$ cat src/inc/mei_pkg.sv
// Purpose: Shared constants and types of the monitor control and indicator block.
// Assumes: 20 MHz aclk, AXI4-Lite register access with 32-bit data.
// Notes: Threshold defaults are plain starting values, restored on factory reset.
package mei_pkg;
    // Clock and timing
    localparam int unsigned CLK_HZ = 20_000_000;
    localparam int unsigned DEBOUNCE_MS = 10;
    localparam int unsigned DEBOUNCE_CYC = (CLK_HZ / 1000) * DEBOUNCE_MS;
    localparam int unsigned FACTORY_HOLD_S = 10;
    localparam int unsigned FACTORY_HOLD_CYC = CLK_HZ * FACTORY_HOLD_S;
    localparam int unsigned CNT_W = 32;

    // Event classes, one live and one latched lamp each
    localparam int NCLS = 8;
    localparam int EV_ACTIVE_ERR = 0;
    localparam int EV_PASSIVE_ERR = 1;
    localparam int EV_OVERLOAD = 2;
    localparam int EV_ACK = 3;
    localparam int EV_QUAL = 4;
    localparam int EV_VOLT = 5;
    localparam int EV_EDGE_UP = 6;
    localparam int EV_EDGE_DN = 7;

    // Measurement widths and threshold defaults
    localparam int QUAL_W = 7;
    localparam int VOLT_W = 12;
    localparam int EDGE_W = 7;
    localparam logic [QUAL_W-1:0] QUAL_THR_DEF = 7'h32;
    localparam logic [VOLT_W-1:0] VOLT_MIN_DEF = 12'h4b0;
    localparam logic [EDGE_W-1:0] EDGE_LIM_DEF = 7'h10;

    // Register map, byte addresses
    localparam int ADDR_W = 6;
    localparam logic [ADDR_W-1:0] OFF_CTRL = 6'h00;
    localparam logic [ADDR_W-1:0] OFF_STATE = 6'h04;
    localparam logic [ADDR_W-1:0] OFF_IRQ_STATUS = 6'h08;
    localparam logic [ADDR_W-1:0] OFF_IRQ_MASK = 6'h0c;
    localparam logic [ADDR_W-1:0] OFF_ERR_ROUTE = 6'h10;
    localparam logic [ADDR_W-1:0] OFF_QUAL_THR = 6'h14;
    localparam logic [ADDR_W-1:0] OFF_VOLT_MIN = 6'h18;
    localparam logic [ADDR_W-1:0] OFF_EDGE_UP_LIM = 6'h1c;
    localparam logic [ADDR_W-1:0] OFF_EDGE_DN_LIM = 6'h20;

    // Field positions
    localparam int CTRL_TOGGLE_BIT = 0;
    localparam int STATE_RUN_BIT = 0;
    localparam int STATE_LIVE_LSB = 8;
    localparam int STATE_LATCH_LSB = 16;
    localparam int ST_START = 8;
    localparam int ST_STOP = 9;
    localparam int ST_FACTORY = 10;
    localparam int STATUS_W = 11;

    // AXI responses
    localparam logic [1:0] RESP_OKAY = 2'h0;
    localparam logic [1:0] RESP_SLVERR = 2'h2;

    typedef enum logic {mei_idle, mei_running} mei_mode_t;
endpackage

$ cat src/inc/mei_btn_if.sv
// Purpose: Debounced button state handed from the debouncer to the control logic.
// Assumes: Both ends on aclk.
// Notes: press is a one-cycle pulse on each confirmed release-to-press change.
`timescale 1ns/1ps
`default_nettype none
interface mei_btn_if;
    logic stable;
    logic press;
    modport src(output stable, output press);
    modport dst(input stable, input press);
endinterface
`default_nettype wire

$ cat src/logic/mei_debounce.sv
// Purpose: Synchronise and debounce one front or rear panel push button.
// Assumes: Raw pin is asynchronous and active high while pressed.
// Notes: Level must hold DB_CYCLES cycles before the stable state follows.
`timescale 1ns/1ps
`default_nettype none
module mei_debounce import mei_pkg::*; #(
    parameter int unsigned DB_CYCLES = DEBOUNCE_CYC
) (
    input wire logic aclk,
    input wire logic aresetn,
    input wire logic pin_raw,
    mei_btn_if.src btn
);
    logic sync1_r, sync2_r, stable_r, press_r;
    logic [CNT_W-1:0] cnt_r;

    // Two-stage synchroniser; only sync2_r feeds logic
    always_ff @(posedge aclk) begin
        sync1_r <= aresetn ? pin_raw : 1'b0;
        sync2_r <= aresetn ? sync1_r : 1'b0;
    end

    wire differs = sync2_r != stable_r;
    wire settled = differs && (cnt_r == CNT_W'(DB_CYCLES - 1));

    // Bounce filter
    // A change is accepted only after it held long enough, so bounce restarts the count
    always_ff @(posedge aclk) begin
        if (!aresetn) begin
            cnt_r <= '0;
            stable_r <= 1'b0;
            press_r <= 1'b0;
        end else begin
            cnt_r <= (differs && !settled) ? cnt_r + 1'b1 : '0;
            stable_r <= settled ? sync2_r : stable_r;
            press_r <= settled && sync2_r;
        end
    end

    assign btn.stable = stable_r;
    assign btn.press = press_r;
endmodule
`default_nettype wire

$ cat src/logic/mei_top.sv
// Purpose: Run control, lamps and event indicators of a CAN bus monitor.
// Assumes: Event, traffic and measurement inputs come from logic on aclk.
// Notes: Buttons are raw pins and are synchronised and debounced here.
//
// Behaviour
// Run button toggles monitoring on and off
// Run lamp green exactly while monitoring
// Bus lamp shows present bus traffic
// Each event class has live, latched lamp
// Four logical classes: errors, overload, acknowledge
// Quality event when quality below threshold
// Voltage event when margin below minimum
// Edge events when slowest edge exceeds limit
// Starting monitoring clears all error lamps
// Live lamp needs condition and monitoring
// Latched lamp holds until next start
// Routed events mirror on isolated output
// Ten second reset hold restores defaults
// Debounce run button, one toggle per press
//
// Implementation choices: the AXI4-Lite interface to the registers and the placing of the registers.
`timescale 1ns/1ps
`default_nettype none
module mei_top import mei_pkg::*; #(
    parameter int unsigned DEBOUNCE_CYCLES = DEBOUNCE_CYC,
    parameter int unsigned HOLD_CYCLES = FACTORY_HOLD_CYC
) (
    input wire logic aclk,
    input wire logic aresetn,
    input wire logic [ADDR_W-1:0] s_axi_awaddr,
    input wire logic s_axi_awvalid,
    output logic s_axi_awready,
    input wire logic [31:0] s_axi_wdata,
    input wire logic [3:0] s_axi_wstrb,
    input wire logic s_axi_wvalid,
    output logic s_axi_wready,
    output logic [1:0] s_axi_bresp,
    output logic s_axi_bvalid,
    input wire logic s_axi_bready,
    input wire logic [ADDR_W-1:0] s_axi_araddr,
    input wire logic s_axi_arvalid,
    output logic s_axi_arready,
    output logic [31:0] s_axi_rdata,
    output logic [1:0] s_axi_rresp,
    output logic s_axi_rvalid,
    input wire logic s_axi_rready,
    input wire logic run_btn_pin,
    input wire logic reset_btn_pin,
    input wire logic bus_traffic,
    input wire logic active_error_frame_event,
    input wire logic passive_error_frame_event,
    input wire logic overload_frame_event,
    input wire logic ack_error_event,
    input wire logic [QUAL_W-1:0] meas_quality,
    input wire logic [VOLT_W-1:0] meas_volt_margin,
    input wire logic [EDGE_W-1:0] meas_edge_up,
    input wire logic [EDGE_W-1:0] meas_edge_down,
    output logic run_lamp_green,
    output logic bus_lamp,
    output logic [NCLS-1:0] live_led,
    output logic [NCLS-1:0] latch_led,
    output logic iso_err_out,
    output logic factory_reset,
    output logic irq
);
    mei_btn_if run_btn();
    mei_btn_if rst_btn();

    // Panel buttons share one debouncer design
    mei_debounce #(.DB_CYCLES(DEBOUNCE_CYCLES)) u_run_db (
        .aclk(aclk),
        .aresetn(aresetn),
        .pin_raw(run_btn_pin),
        .btn(run_btn.src)
    );
    mei_debounce #(.DB_CYCLES(DEBOUNCE_CYCLES)) u_rst_db (
        .aclk(aclk),
        .aresetn(aresetn),
        .pin_raw(reset_btn_pin),
        .btn(rst_btn.src)
    );

    function automatic logic [31:0] wmerge(input logic [31:0] old, input logic [31:0] dat,
                                           input logic [31:0] msk);
        wmerge = (old & ~msk) | (dat & msk);
    endfunction

    // Bus slave state
    logic aw_held_r, w_held_r, bvalid_r, rvalid_r;
    logic [ADDR_W-1:0] awaddr_r;
    logic [31:0] wdata_r, rdata_r;
    logic [3:0] wstrb_r;
    logic [1:0] bresp_r, rresp_r;

    // Block state
    mei_mode_t mode_r, mode_nxt;
    logic [NCLS-1:0] cond_r, live_r, latch_r;
    logic [NCLS-1:0] route_r;
    logic [STATUS_W-1:0] status_r, mask_r;
    logic [QUAL_W-1:0] qual_thr_r;
    logic [VOLT_W-1:0] volt_min_r;
    logic [EDGE_W-1:0] up_lim_r, dn_lim_r;
    logic [CNT_W-1:0] hold_cnt_r;
    logic bus_lamp_r, iso_r, irq_r, factory_r;

    // Write channel decode; address and data may arrive in either order
    assign s_axi_awready = !aw_held_r && !bvalid_r;
    assign s_axi_wready = !w_held_r && !bvalid_r;
    wire aw_take = s_axi_awvalid && s_axi_awready;
    wire w_take = s_axi_wvalid && s_axi_wready;
    wire wr_go = aw_held_r && w_held_r && !bvalid_r;
    wire [31:0] wmask = {{8{wstrb_r[3]}}, {8{wstrb_r[2]}}, {8{wstrb_r[1]}}, {8{wstrb_r[0]}}};
    wire wr_ctrl = wr_go && (awaddr_r == OFF_CTRL);
    wire wr_status = wr_go && (awaddr_r == OFF_IRQ_STATUS);
    wire wr_mask = wr_go && (awaddr_r == OFF_IRQ_MASK);
    wire wr_route = wr_go && (awaddr_r == OFF_ERR_ROUTE);
    wire wr_qual = wr_go && (awaddr_r == OFF_QUAL_THR);
    wire wr_volt = wr_go && (awaddr_r == OFF_VOLT_MIN);
    wire wr_up = wr_go && (awaddr_r == OFF_EDGE_UP_LIM);
    wire wr_dn = wr_go && (awaddr_r == OFF_EDGE_DN_LIM);
    wire wr_hit = wr_ctrl || wr_status || wr_mask || wr_route || wr_qual || wr_volt
                  || wr_up || wr_dn || (wr_go && (awaddr_r == OFF_STATE));
    wire [31:0] m_ctrl = wdata_r & wmask;
    wire [31:0] m_mask = wmerge({{(32 - STATUS_W){1'b0}}, mask_r}, wdata_r, wmask);
    wire [31:0] m_route = wmerge({{(32 - NCLS){1'b0}}, route_r}, wdata_r, wmask);
    wire [31:0] m_qual = wmerge({{(32 - QUAL_W){1'b0}}, qual_thr_r}, wdata_r, wmask);
    wire [31:0] m_volt = wmerge({{(32 - VOLT_W){1'b0}}, volt_min_r}, wdata_r, wmask);
    wire [31:0] m_up = wmerge({{(32 - EDGE_W){1'b0}}, up_lim_r}, wdata_r, wmask);
    wire [31:0] m_dn = wmerge({{(32 - EDGE_W){1'b0}}, dn_lim_r}, wdata_r, wmask);

    // Write channel; one write under way, response only after both halves
    always_ff @(posedge aclk) begin
        if (!aresetn) begin
            aw_held_r <= 1'b0;
            w_held_r <= 1'b0;
            bvalid_r <= 1'b0;
            bresp_r <= RESP_OKAY;
            awaddr_r <= '0;
            wdata_r <= '0;
            wstrb_r <= '0;
        end else begin
            aw_held_r <= !wr_go && (aw_held_r || aw_take);
            w_held_r <= !wr_go && (w_held_r || w_take);
            awaddr_r <= aw_take ? s_axi_awaddr : awaddr_r;
            wdata_r <= w_take ? s_axi_wdata : wdata_r;
            wstrb_r <= w_take ? s_axi_wstrb : wstrb_r;
            bvalid_r <= wr_go || (bvalid_r && !s_axi_bready);
            bresp_r <= wr_go ? (wr_hit ? RESP_OKAY : RESP_SLVERR) : bresp_r;
        end
    end

    // Read decode; unmapped addresses read zero with an error response
    assign s_axi_arready = !rvalid_r;
    wire ar_take = s_axi_arvalid && s_axi_arready;
    wire [31:0] state_word = {{(32 - STATE_LATCH_LSB - NCLS){1'b0}}, latch_r,
                              live_r, 7'h00, mode_r == mei_running};
    wire rd_hit = s_axi_araddr == OFF_CTRL || s_axi_araddr == OFF_STATE
                  || s_axi_araddr == OFF_IRQ_STATUS || s_axi_araddr == OFF_IRQ_MASK
                  || s_axi_araddr == OFF_ERR_ROUTE || s_axi_araddr == OFF_QUAL_THR
                  || s_axi_araddr == OFF_VOLT_MIN || s_axi_araddr == OFF_EDGE_UP_LIM
                  || s_axi_araddr == OFF_EDGE_DN_LIM;
    wire [31:0] rd_val =
        (s_axi_araddr == OFF_STATE) ? state_word :
        (s_axi_araddr == OFF_IRQ_STATUS) ? {{(32 - STATUS_W){1'b0}}, status_r} :
        (s_axi_araddr == OFF_IRQ_MASK) ? {{(32 - STATUS_W){1'b0}}, mask_r} :
        (s_axi_araddr == OFF_ERR_ROUTE) ? {{(32 - NCLS){1'b0}}, route_r} :
        (s_axi_araddr == OFF_QUAL_THR) ? {{(32 - QUAL_W){1'b0}}, qual_thr_r} :
        (s_axi_araddr == OFF_VOLT_MIN) ? {{(32 - VOLT_W){1'b0}}, volt_min_r} :
        (s_axi_araddr == OFF_EDGE_UP_LIM) ? {{(32 - EDGE_W){1'b0}}, up_lim_r} :
        (s_axi_araddr == OFF_EDGE_DN_LIM) ? {{(32 - EDGE_W){1'b0}}, dn_lim_r} : 32'h0000_0000;

    // Read channel; data held until rready
    always_ff @(posedge aclk) begin
        if (!aresetn) begin
            rvalid_r <= 1'b0;
            rdata_r <= '0;
            rresp_r <= RESP_OKAY;
        end else begin
            rvalid_r <= ar_take || (rvalid_r && !s_axi_rready);
            rdata_r <= ar_take ? rd_val : rdata_r;
            rresp_r <= ar_take ? (rd_hit ? RESP_OKAY : RESP_SLVERR) : rresp_r;
        end
    end

    // Run toggle request
    // Software toggle shares the button path so both obey the same sequencing
    wire toggle_req = run_btn.press || (wr_ctrl && m_ctrl[CTRL_TOGGLE_BIT]);

    // Run state
    // A factory restore also stops monitoring ahead of the restart
    always_comb begin
        unique case (mode_r)
            mei_idle: mode_nxt = (toggle_req && !factory_r) ? mei_running : mei_idle;
            mei_running: mode_nxt = (toggle_req || factory_r) ? mei_idle : mei_running;
        endcase
    end

    wire run = mode_r == mei_running;
    wire start_evt = !run && (mode_nxt == mei_running);
    wire stop_evt = run && (mode_nxt == mei_idle);

    // Event conditions
    // Compared against live thresholds; registered to cut the comparator path
    wire [NCLS-1:0] cond_nxt = {
        meas_edge_down > dn_lim_r,
        meas_edge_up > up_lim_r,
        meas_volt_margin < volt_min_r,
        meas_quality < qual_thr_r,
        ack_error_event,
        overload_frame_event,
        passive_error_frame_event,
        active_error_frame_event
    };

    // Latch update, cleared only by a new start
    wire [NCLS-1:0] latch_nxt = start_evt ? '0 : (latch_r | (cond_r & {NCLS{run}}));
    wire [NCLS-1:0] first_hit = cond_r & {NCLS{run}} & ~latch_r;
    wire [STATUS_W-1:0] ev_set = {factory_r, stop_evt, start_evt, first_hit};
    wire [STATUS_W-1:0] w1c = wr_status ? wdata_r[STATUS_W-1:0] & wmask[STATUS_W-1:0] : '0;

    // Run state and event lamps
    always_ff @(posedge aclk) begin
        if (!aresetn) begin
            mode_r <= mei_idle;
            cond_r <= '0;
            live_r <= '0;
            latch_r <= '0;
        end else begin
            mode_r <= mode_nxt;
            cond_r <= cond_nxt;
            // Live lamps gated by monitoring
            live_r <= cond_r & {NCLS{run}};
            latch_r <= latch_nxt;
        end
    end

    // Sticky status: a new event beats a simultaneous write-one clear
    always_ff @(posedge aclk) begin
        if (!aresetn) begin
            status_r <= '0;
            mask_r <= '0;
            irq_r <= 1'b0;
        end else begin
            status_r <= (status_r & ~w1c) | ev_set;
            mask_r <= wr_mask ? m_mask[STATUS_W-1:0] : mask_r;
            irq_r <= |(status_r & mask_r);
        end
    end

    // Reset-button hold timer
    // Counter saturates so one long hold gives exactly one restore pulse
    wire hold_done = hold_cnt_r == CNT_W'(HOLD_CYCLES - 1);
    always_ff @(posedge aclk) begin
        if (!aresetn) begin
            hold_cnt_r <= '0;
            factory_r <= 1'b0;
        end else begin
            hold_cnt_r <= !rst_btn.stable ? '0 :
                          (hold_cnt_r == CNT_W'(HOLD_CYCLES)) ? hold_cnt_r : hold_cnt_r + 1'b1;
            factory_r <= rst_btn.stable && hold_done;
        end
    end

    // Configuration with factory restore
    always_ff @(posedge aclk) begin
        if (!aresetn || factory_r) begin
            route_r <= '0;
            qual_thr_r <= QUAL_THR_DEF;
            volt_min_r <= VOLT_MIN_DEF;
            up_lim_r <= EDGE_LIM_DEF;
            dn_lim_r <= EDGE_LIM_DEF;
        end else begin
            route_r <= wr_route ? m_route[NCLS-1:0] : route_r;
            qual_thr_r <= wr_qual ? m_qual[QUAL_W-1:0] : qual_thr_r;
            volt_min_r <= wr_volt ? m_volt[VOLT_W-1:0] : volt_min_r;
            up_lim_r <= wr_up ? m_up[EDGE_W-1:0] : up_lim_r;
            dn_lim_r <= wr_dn ? m_dn[EDGE_W-1:0] : dn_lim_r;
        end
    end

    // Bus lamp and isolated error output
    always_ff @(posedge aclk) begin
        if (!aresetn) begin
            bus_lamp_r <= 1'b0;
            iso_r <= 1'b0;
        end else begin
            bus_lamp_r <= bus_traffic;
            iso_r <= |(live_r & route_r);
        end
    end

    // Outputs
    assign s_axi_bvalid = bvalid_r;
    assign s_axi_bresp = bresp_r;
    assign s_axi_rvalid = rvalid_r;
    assign s_axi_rdata = rdata_r;
    assign s_axi_rresp = rresp_r;
    // Lamp straight from run state
    assign run_lamp_green = run;
    assign bus_lamp = bus_lamp_r;
    assign live_led = live_r;
    assign latch_led = latch_r;
    assign iso_err_out = iso_r;
    assign factory_reset = factory_r;
    assign irq = irq_r;
endmodule
`default_nettype wire

$ cat config.mk
export PLATFORM = sky130hd
export DESIGN_NAME = mei_top
export DESIGN_NICKNAME = d
export VERILOG_FILES = /design/src/inc/mei_pkg.sv /design/src/inc/mei_btn_if.sv /design/src/logic/mei_debounce.sv /design/src/logic/mei_top.sv
export SDC_FILE = /design/constraint.sdc
export NUM_CORES = 1
export LEC_CHECK = 0
export BUFFER_PORTS_ARGS = -buffer_cell sky130_fd_sc_hd__buf_2
export CORE_MARGIN = 8
export CORE_UTILIZATION = 40
export CTS_CLUSTER_SIZE = 28
export DETAILED_ROUTE_END_ITERATION = 10
export HOLD_SLACK_MARGIN = 0.08
export SLEW_MARGIN = 5
export SYNTH_ARGS = -nofsm -noshare
export SYNTH_HDL_FRONTEND = slang
export SYNTH_SLANG_ARGS = --single-unit
$ cat constraint.sdc
create_clock -name aclk -period 4.2 [get_ports aclk]
set_clock_uncertainty 0.1 [all_clocks]
set_input_delay 0.84 -clock aclk [delete_from_list [all_inputs] [get_ports aclk]]
set_output_delay 0.84 -clock aclk [all_outputs]
set_load 0.1 [all_outputs]
==> impl_metrics.json, run 1 <==
{
  "status": "completed",
  "yosys_register_bits": 245,
  "synthTopCellsByArea": "dfxtp_1, nor2_1, nand2_1",
  "final_core_util_pct": 47.37,
  "place.gp.congestion": 0.8563,
  "cts.sinks": 245,
  "fin_tns_setup_ns": 0,
  "routedWlPerCell_um": 16.75,
  "cts_hold_buffers": 0,
  "core_area_um2": 26950,
  "critPathCaptureType": "register",
  "syn_area_per_cell_um2": 8.526,
  "synth-edff-count": 0,
  "syn_inst": 1289,
  "nets": 1519,
  "grt_pass1_vias": 8963,
  "crit_buf_inv": 0,
  "place_inst": 1701,
  "path_cells": "nor4b_1, nand3_1, nor4_1, or3_1, nor2_1",
  "cts_root_buffer": "clkbuf_16",
  "fmax_mhz": 382.8,
  "cts-resized-gates": 0,
  "vias": 9250,
  "drt_first_pass_iters": 5,
  "p_leak_nw": 4.952,
  "slew_headroom_pct": 18.84,
  "clkSlewWorstSetupHoldPaths_ns": 0.06,
  "synthToLayoutAreaGrowth_pct": 16.17,
  "cts_tree": "built",
  "final_cell_mix": "dfxtp_1, nor2_1, nand2_1",
  "yosysSeqAreaShare_pct": 44.63,
  "diodes": 0,
  "rsz0062_at_grt": "false",
  "final_common_cell": "dfxtp_1",
  "synthArstFlopShare_pct": 0,
  "synth_area_um2": 10990,
  "initial_utilization_pct": 40.78,
  "max_stage_delay_ns": 0.91,
  "finalHoldViolCount": 0,
  "arrival_ns": 2.88,
  "start_kind": "register",
  "fin_crit_sh_pct": 62.20,
  "drv_cap": 0,
  "synth_top_area_share_pct": 44.63,
  "die_y_um": 181.8,
  "postRouteAntennaNets": 0,
  "worstSetupPathType": "reg -> reg",
  "final_cells": 1751,
  "dieArea_um2": 33040,
  "drive_gt1_share_pct": 14.40,
  "place_hpwl_mm": 21.40,
  "crit_family": "simple AND/OR/NAND/NOR gates",
  "ir_drop_mv": 0.4987,
  "antenna_found_initial": 0,
  "htreeDepth": 1,
  "die_w_um": 181.8,
  "yosysWarnings": 0,
  "grt-ovfl-total": 0,
  "fin_crit_ns": 2.612,
  "tightest_slew_ns": 1.208,
  "cp_max_fo": 32,
  "synth.distinct_cells": 62,
  "avgViaCountPerCell": 5.283,
  "critPathRequiredTime_ns": 4.47,
  "io_buffers": 124,
  "ys.flop_type": "dfxtp_1",
  "drc": 0,
  "ioPinCount": 157,
  "rows": 60,
  "slowest_stage": "or3_1",
  "clkLatencyLatePin_ns": 0.53,
  "drt_iter0_drc": 663,
  "post_cts_buffers": 0,
  "clk_path_buf_depth": 3,
  "drt-total-wl_mm": 29.33,
  "grt_usage_pct": 17.26,
  "grt_start_max_net_pins": 38,
  "hp-class": "reg -> reg",
  "yosysTopAreaCell": "dfxtp_1",
  "numCtsBuffers": 27,
  "power.total_w": 0.005225,
  "maxSlewViolCount": 0,
  "power_density_nw_per_um2": 409.3,
  "grt_pass1_wl_mm": 47.16,
  "finalSetupViolCount": 0
}
==> area by class of cell <==
type / instances / area (µm²)
repair buffers: 136 / 710.7
flip-flops and latches: 245 / 4905
clock buffers: 39 / 810.8
multi-input cells: 933 / 5605
fillers: 2595 / 14180
well taps: 341 / 426.7
inverters: 46 / 172.7
clock inverters: 11 / 136.4
==> power breakdown <==
group | switching (W) | internal [W] | total [W]
combinational | 0.000265 | 0.0000921 | 0.000357
sequential | 0.0000436 | 0.00236 | 0.00240
clock | 0.000950 | 0.00152 | 0.00247
total | 0.00126 | 0.00397 | 0.00523
==> kinds of logic (layout without fill, tap and decap cells) <==
family	count (synthesis)	after routing	share of synthesized area (%)
XOR/XNOR	92	92	7.331
AO/OA/AOI/OAI	181	181	10.20
AND/OR/NAND/NOR	571	571	24.83
multiplexers	44	44	4.121
buffers and inverters	120	232	4.872
adder cells (fa/ha/maj)	35	35	3.985
other	1	10	0.03412
flip-flops	245	245	44.63
==> cell usage after synthesis (29+ instances only) <==
| cell | instances |
|---|---|
| dfxtp_1 | 245 |
| nor2_1 | 195 |
| nand2_1 | 139 |
| a21oi_1 | 73 |
| nand3_1 | 72 |
| xor2_1 | 51 |
| clkbuf_1 | 50 |
| inv_1 | 45 |
| mux2i_1 | 43 |
| xnor2_1 | 41 |
| ha_1 | 35 |
| o21ai_0 | 34 |
| nand4_1 | 33 |
| nor3_1 | 29 |
==> path summary, 6_finish.rpt <==
path,slack (ns),start,end,cells past startpoint
max,1.59,u_rst_db.cnt_r[8],u_rst_db.cnt_r[31],5
min,0.34,u_rst_db.sync1_r,u_rst_db.sync2_r,1
max reg2reg,1.59,u_rst_db.cnt_r[8],u_rst_db.cnt_r[31],5
min reg2reg,0.34,u_rst_db.sync1_r,u_rst_db.sync2_r,1
==> per-stage QoR <==
step	area (µm²)	worst slack [ns]	hold slack, ns
6_report	12770	1.588	0.3365
5_1_grt	12770	1.251	0.3604
4_1_cts	12770	1.541	0.3408
3_5_place_dp	11820	1.567	0.3260
3_3_place_gp	11820	1.549	0.3196
2_1_floorplan	11020	0.9936	0.3118
==> layer usage <==
metal | GRT usage (%) | wire, µm | part of all wire, %
met1 | 22.24 | 13180 | 45
met2 | 29.15 | 13720 | 47
met3 | 2.954 | 1721 | 5.9
met4 | 5.018 | 712 | 2.4
met5 | 0 | 0 | 0
==> worst reg2reg max path, stage by stage, from the launching register on <==
cell,delay (ns)
dfxtp_1,0.40
nor4b_1,0.33
nand3_1,0.12
nor4_1,0.47
or3_1,0.91
nor2_1,0.12
(Power assumes the default switching activity.)
==> run 2: changes to the inputs <==
==> constraint.sdc (replaced) <==
create_clock -name aclk -period 2.4 [get_ports aclk]
set_clock_uncertainty 0.1 [all_clocks]
set_input_delay 0.48 -clock aclk [delete_from_list [all_inputs] [get_ports aclk]]
set_output_delay 0.48 -clock aclk [all_outputs]
set_load 0.1 [all_outputs]
==> impl_metrics.json, run 2 (same netlist as run 1, synthesis figures left out) <==
{
  "status": "completed",
  "grt_usage_pct": 17.51,
  "fin_tns_setup_ns": 0,
  "slew_headroom_pct": 55.35,
  "nFillCells": 2634,
  "numCtsBuffers": 27,
  "drc": 0,
  "p_leak_nw": 5.084,
  "drt-total-wl_mm": 29.82,
  "r2r.worst_path.cells": 5,
  "place_inst": 1724,
  "grt_pass1_wl_mm": 47.52,
  "die_w_um": 181.8,
  "clkLatencyLatePin_ns": 0.53,
  "grt_pass1_vias": 8920,
  "drt_first_pass_iters": 5,
  "final_cell_mix": "dfxtp_1, nor2_1, nand2_1",
  "final_cells": 1778,
  "clk_path_buf_depth": 3,
  "cts_root_buffer": "clkbuf_16",
  "power.total_w": 0.008952,
  "final_common_cell": "dfxtp_1",
  "fin_crit_sh_pct": 88.63,
  "die_y_um": 181.8,
  "cts-resized-gates": 0,
  "fmax_mhz": 470.1,
  "tightest_slew_ns": 0.6636,
  "place_hpwl_mm": 21.54,
  "cts.sinks": 245,
  "fin_crit_ns": 2.127,
  "worst_hold_slack_ns": 0.1014,
  "routedWlPerCell_um": 16.77,
  "hp-class": "in -> reg",
  "diodes": 0,
  "nets": 1550,
  "postRouteAntennaNets": 0,
  "initial_utilization_pct": 40.78,
  "drv_cap": 0,
  "grt_start_max_net_pins": 35,
  "worstSetupPathType": "reg -> out",
  "ioPinCount": 157,
  "power_density_nw_per_um2": 688.4,
  "rows": 60,
  "io_buffers": 124,
  "rsz0062_at_grt": "false",
  "antenna_found_initial": 0,
  "cp_max_fo": 5,
  "drt_iter0_drc": 729,
  "drive_gt1_share_pct": 15.52,
  "finalSetupViolCount": 0,
  "start_kind": "register",
  "critPathRequiredTime_ns": 1.82,
  "core_area_um2": 26950,
  "arrival_ns": 1.55,
  "grt-ovfl-total": 0,
  "post_cts_buffers": 0,
  "cts_hold_buffers": 8,
  "critPathCaptureType": "primary output",
  "synthToLayoutAreaGrowth_pct": 18.31,
  "avgViaCountPerCell": 5.249,
  "cts_tree": "built",
  "clkSlewWorstSetupHoldPaths_ns": 0.06,
  "ir_drop_mv": 0.5486,
  "dieArea_um2": 33040,
  "htreeDepth": 1,
  "vias": 9333,
  "maxSlewViolCount": 0,
  "hold_depth": 3,
  "place.gp.congestion": 0.8815,
  "finalHoldViolCount": 0
}
==> run 2: cell count changes in the layout (fill, tap and decap cells not counted), moves of 2 or more <==
cell,previous run,this run
nor2_1,195,193
buf_12,0,4
buf_4,12,31
dlygate4sd3_1,0,8
clkbuf_8,9,2
clkbuf_1,3,5
nor2_4,0,2
==> run 2: worst paths after layout <==
kind	from	endpoint	slack [ns]
worst max-delay path	s_axi_bvalid	s_axi_wready	0.27
worst min-delay path	s_axi_awaddr[4]	awaddr_r[4]	0.10
worst max register to register	aw_held_r	register	0.29
worst min register to register	u_rst_db.sync1_r	u_rst_db.sync2_r	0.33
==> run 2: per-stage QoR <==
stage | cell area, µm² | setup WS (ns) | utilization, %
after CTS | 13000 | 0.2254 | 48.25
final | 13000 | 0.2728 | 48.25
after global placement | 12060 | 0.3321 | 44.74
after global routing | 13000 | 0.1131 | 48.25
after floorplan | 11040 | -0.07605 | -
after detailed placement | 12060 | 0.3033 | 44.74
==> run 2: cell type report <==
| class | count | area [µm²] | share of cell area, % |
|---|---|---|---|
| Clock buffer | 34 | 721.9 | 5.552 |
| Clock inverter | 12 | 141.4 | 1.087 |
| Inverter | 46 | 172.7 | 1.328 |
| Multi-Input combinational cell | 933 | 5620 | 43.23 |
| Sequential cell | 245 | 4906 | 37.73 |
| Tap cell | 341 | 426.7 | 3.281 |
| Timing Repair Buffer | 167 | 1013 | 7.794 |
==> run 2: per-layer routing <==
| layer | vias to the layer above | share of wire, % | GRT usage [%] |
|---|---|---|---|
| li1 | 4683 | - | - |
| met1 | 4347 | 45 | 22.46 |
| met2 | 250 | 47 | 29.25 |
| met3 | 53 | 5.8 | 3.174 |
| met4 | 0 | 2.8 | 5.838 |
| met5 | - | 0 | 0 |
==> run 2: worst max-delay path, cell delays in order (launching register included) <==
cell and delay (ns):
dfxtp_1 0.30, buf_4 0.16, nor2_4 0.12, buf_2 0.44
==> run 2: report_power, final <==
group          internal [W]  total [W]  switching [W]
Combinational      0.000191   0.000668       0.000477
Sequential          0.00412    0.00419      0.0000727
Clock               0.00244    0.00409        0.00165
==> run 3: changes to the inputs <==
--- a/config.mk
+++ b/config.mk
@@ -7,7 +7,7 @@
 export LEC_CHECK = 0
 export BUFFER_PORTS_ARGS = -buffer_cell sky130_fd_sc_hd__buf_2
 export CORE_MARGIN = 8
-export CORE_UTILIZATION = 40
+export CORE_UTILIZATION = 30
 export CTS_CLUSTER_SIZE = 28
 export DETAILED_ROUTE_END_ITERATION = 10
 export HOLD_SLACK_MARGIN = 0.08
==> impl_metrics.json, run 3 (same netlist as run 1, synthesis figures left out) <==
{
  "status": "completed",
  "path_cells": "buf_4, nor2_4, buf_2",
  "place_inst": 1854,
  "die_y_um": 207.4,
  "grt_start_max_net_pins": 33,
  "crit_buf_inv": 2,
  "postRouteAntennaNets": 0,
  "critPathRequiredTime_ns": 1.82,
  "cp_num_cells": 3,
  "drc": 0,
  "seq_area_um2": 4906,
  "critPathCaptureType": "primary output",
  "clkLatencyLatePin_ns": 0.53,
  "cp_max_fo": 5,
  "dieArea_um2": 43020,
  "drv_cap": 0,
  "grt_usage_pct": 13.88,
  "worst_hold_slack_ns": 0.09990,
  "ir_drop_mv": 0.4310,
  "grt_pass1_wl_mm": 49.47,
  "die_w_um": 207.4,
  "worstSetupPathType": "reg -> out",
  "grt_pass1_vias": 9099,
  "avgViaCountPerCell": 4.897,
  "slew_headroom_pct": 53.53,
  "tightest_slew_ns": 0.6944,
  "post_cts_buffers": 0,
  "finalSetupViolCount": 0,
  "p_leak_nw": 5.104,
  "hp-class": "in -> reg",
  "place.gp.congestion": 0.8954,
  "htreeDepth": 1,
  "clk_path_buf_depth": 3,
  "diodes": 0,
  "routedWlPerCell_um": 16.18,
  "place_hpwl_mm": 22.96,
  "cts_root_buffer": "clkbuf_16",
  "max_stage_delay_ns": 0.45,
  "ioPinCount": 157,
  "final_common_cell": "dfxtp_1",
  "fin_tns_setup_ns": 0,
  "cts.sinks": 245,
  "io_buffers": 124,
  "arrival_ns": 1.58,
  "fin_crit_sh_pct": 89.89,
  "fmax_mhz": 463.5,
  "maxSlewViolCount": 0,
  "core_area_um2": 36350,
  "power_density_nw_per_um2": 687.3,
  "finalHoldViolCount": 0,
  "multiInputGateArea_um2": 5622,
  "antenna_found_initial": 0,
  "slowest_stage": "buf_2",
  "hold_depth": 3,
  "r2r.worst_path.cells": 6,
  "drt_first_pass_iters": 8,
  "drt_iter0_drc": 585,
  "power.total_w": 0.009071,
  "start_kind": "register",
  "final_cells": 1908,
  "crit_family": "buffers and inverters",
  "clkSlewWorstSetupHoldPaths_ns": 0.06,
  "numCtsBuffers": 26,
  "nFillCells": 3701,
  "initial_utilization_pct": 30.24,
  "drt-total-wl_mm": 30.87,
  "grt-ovfl-total": 0,
  "rsz0062_at_grt": "false",
  "drive_gt1_share_pct": 15.90,
  "rows": 70,
  "synthToLayoutAreaGrowth_pct": 20.08,
  "nets": 1550,
  "fin_crit_ns": 2.157,
  "final_cell_mix": "dfxtp_1, nor2_1, nand2_1",
  "vias": 9343,
  "cts_tree": "built"
}
## run 3: cell types whose count changed in the layout (fill, tap and decap cells not counted), sizes merged
cell | previous run | this run
clkinv | 7 | 6
dlygate4sd3 | 8 | 6
inv | 47 | 46
buf | 159 | 162
clkbuf | 34 | 38
## run 3: cell type report
type / instances / area share, %
multi-input combinational: 933 / 42.60
sequential: 245 / 37.17
timing repair buffer: 168 / 7.603
clock buffer: 38 / 5.802
tap: 468 / 4.437
inverter: 46 / 1.308
clock inverter: 10 / 1.081
## run 3: routing by layer
layer	wire length [µm]	up-vias	track usage, %	part of all wire (%)
li1	-	4690	-	-
met1	14200	4361	17.99	46
met2	14080	244	22.93	46
met3	1666	48	2.582	5.4
met4	919	0	4.683	3.0
met5	0	-	0	0
## run 3: path summary, 6_finish.rpt
| kind | to | start | slack [ns] |
|---|---|---|---|
| setup / recovery | s_axi_wready | s_axi_bvalid | 0.24 |
| hold / removal | awaddr_r[1] | s_axi_awaddr[1] | 0.1 |
| setup reg to reg | register | awaddr_r[0] | 0.31 |
| hold reg to reg | u_rst_db.sync2_r | u_rst_db.sync1_r | 0.33 |
## run 3: power breakdown
group          leakage, nW  internal [W]  switching (W)  total (W)
logic                 2.68      0.000196       0.000494   0.000689
registers             1.98       0.00412      0.0000670    0.00419
clock network        0.446       0.00254        0.00165    0.00419
## run 3: repair_timing
item | CTS | global route
resized for setup | 0 | 1
endpoints found under the setup margin | 0 | 1
hold buffers | 6 | 0
hold endpoints to repair | 6 | 0
## run 3: stage by stage
stage | instance area, µm² | util [%] | worst slack, ns
2_1_floorplan | 11040 | - | -0.07605
3_5_place_dp | 12230 | 33.64 | 0.1605
4_1_cts | 13200 | 36.31 | 0.1646
6_report | 13200 | 36.31 | 0.2426
5_1_grt | 13200 | 36.31 | 0.1326
3_3_place_gp | 12230 | 33.64 | 0.1953
## run 3: worst min-delay path: stages
cell and delay [ns]:
buf_2 0.09, mux2i_1 0.06, nor2_1 0.07
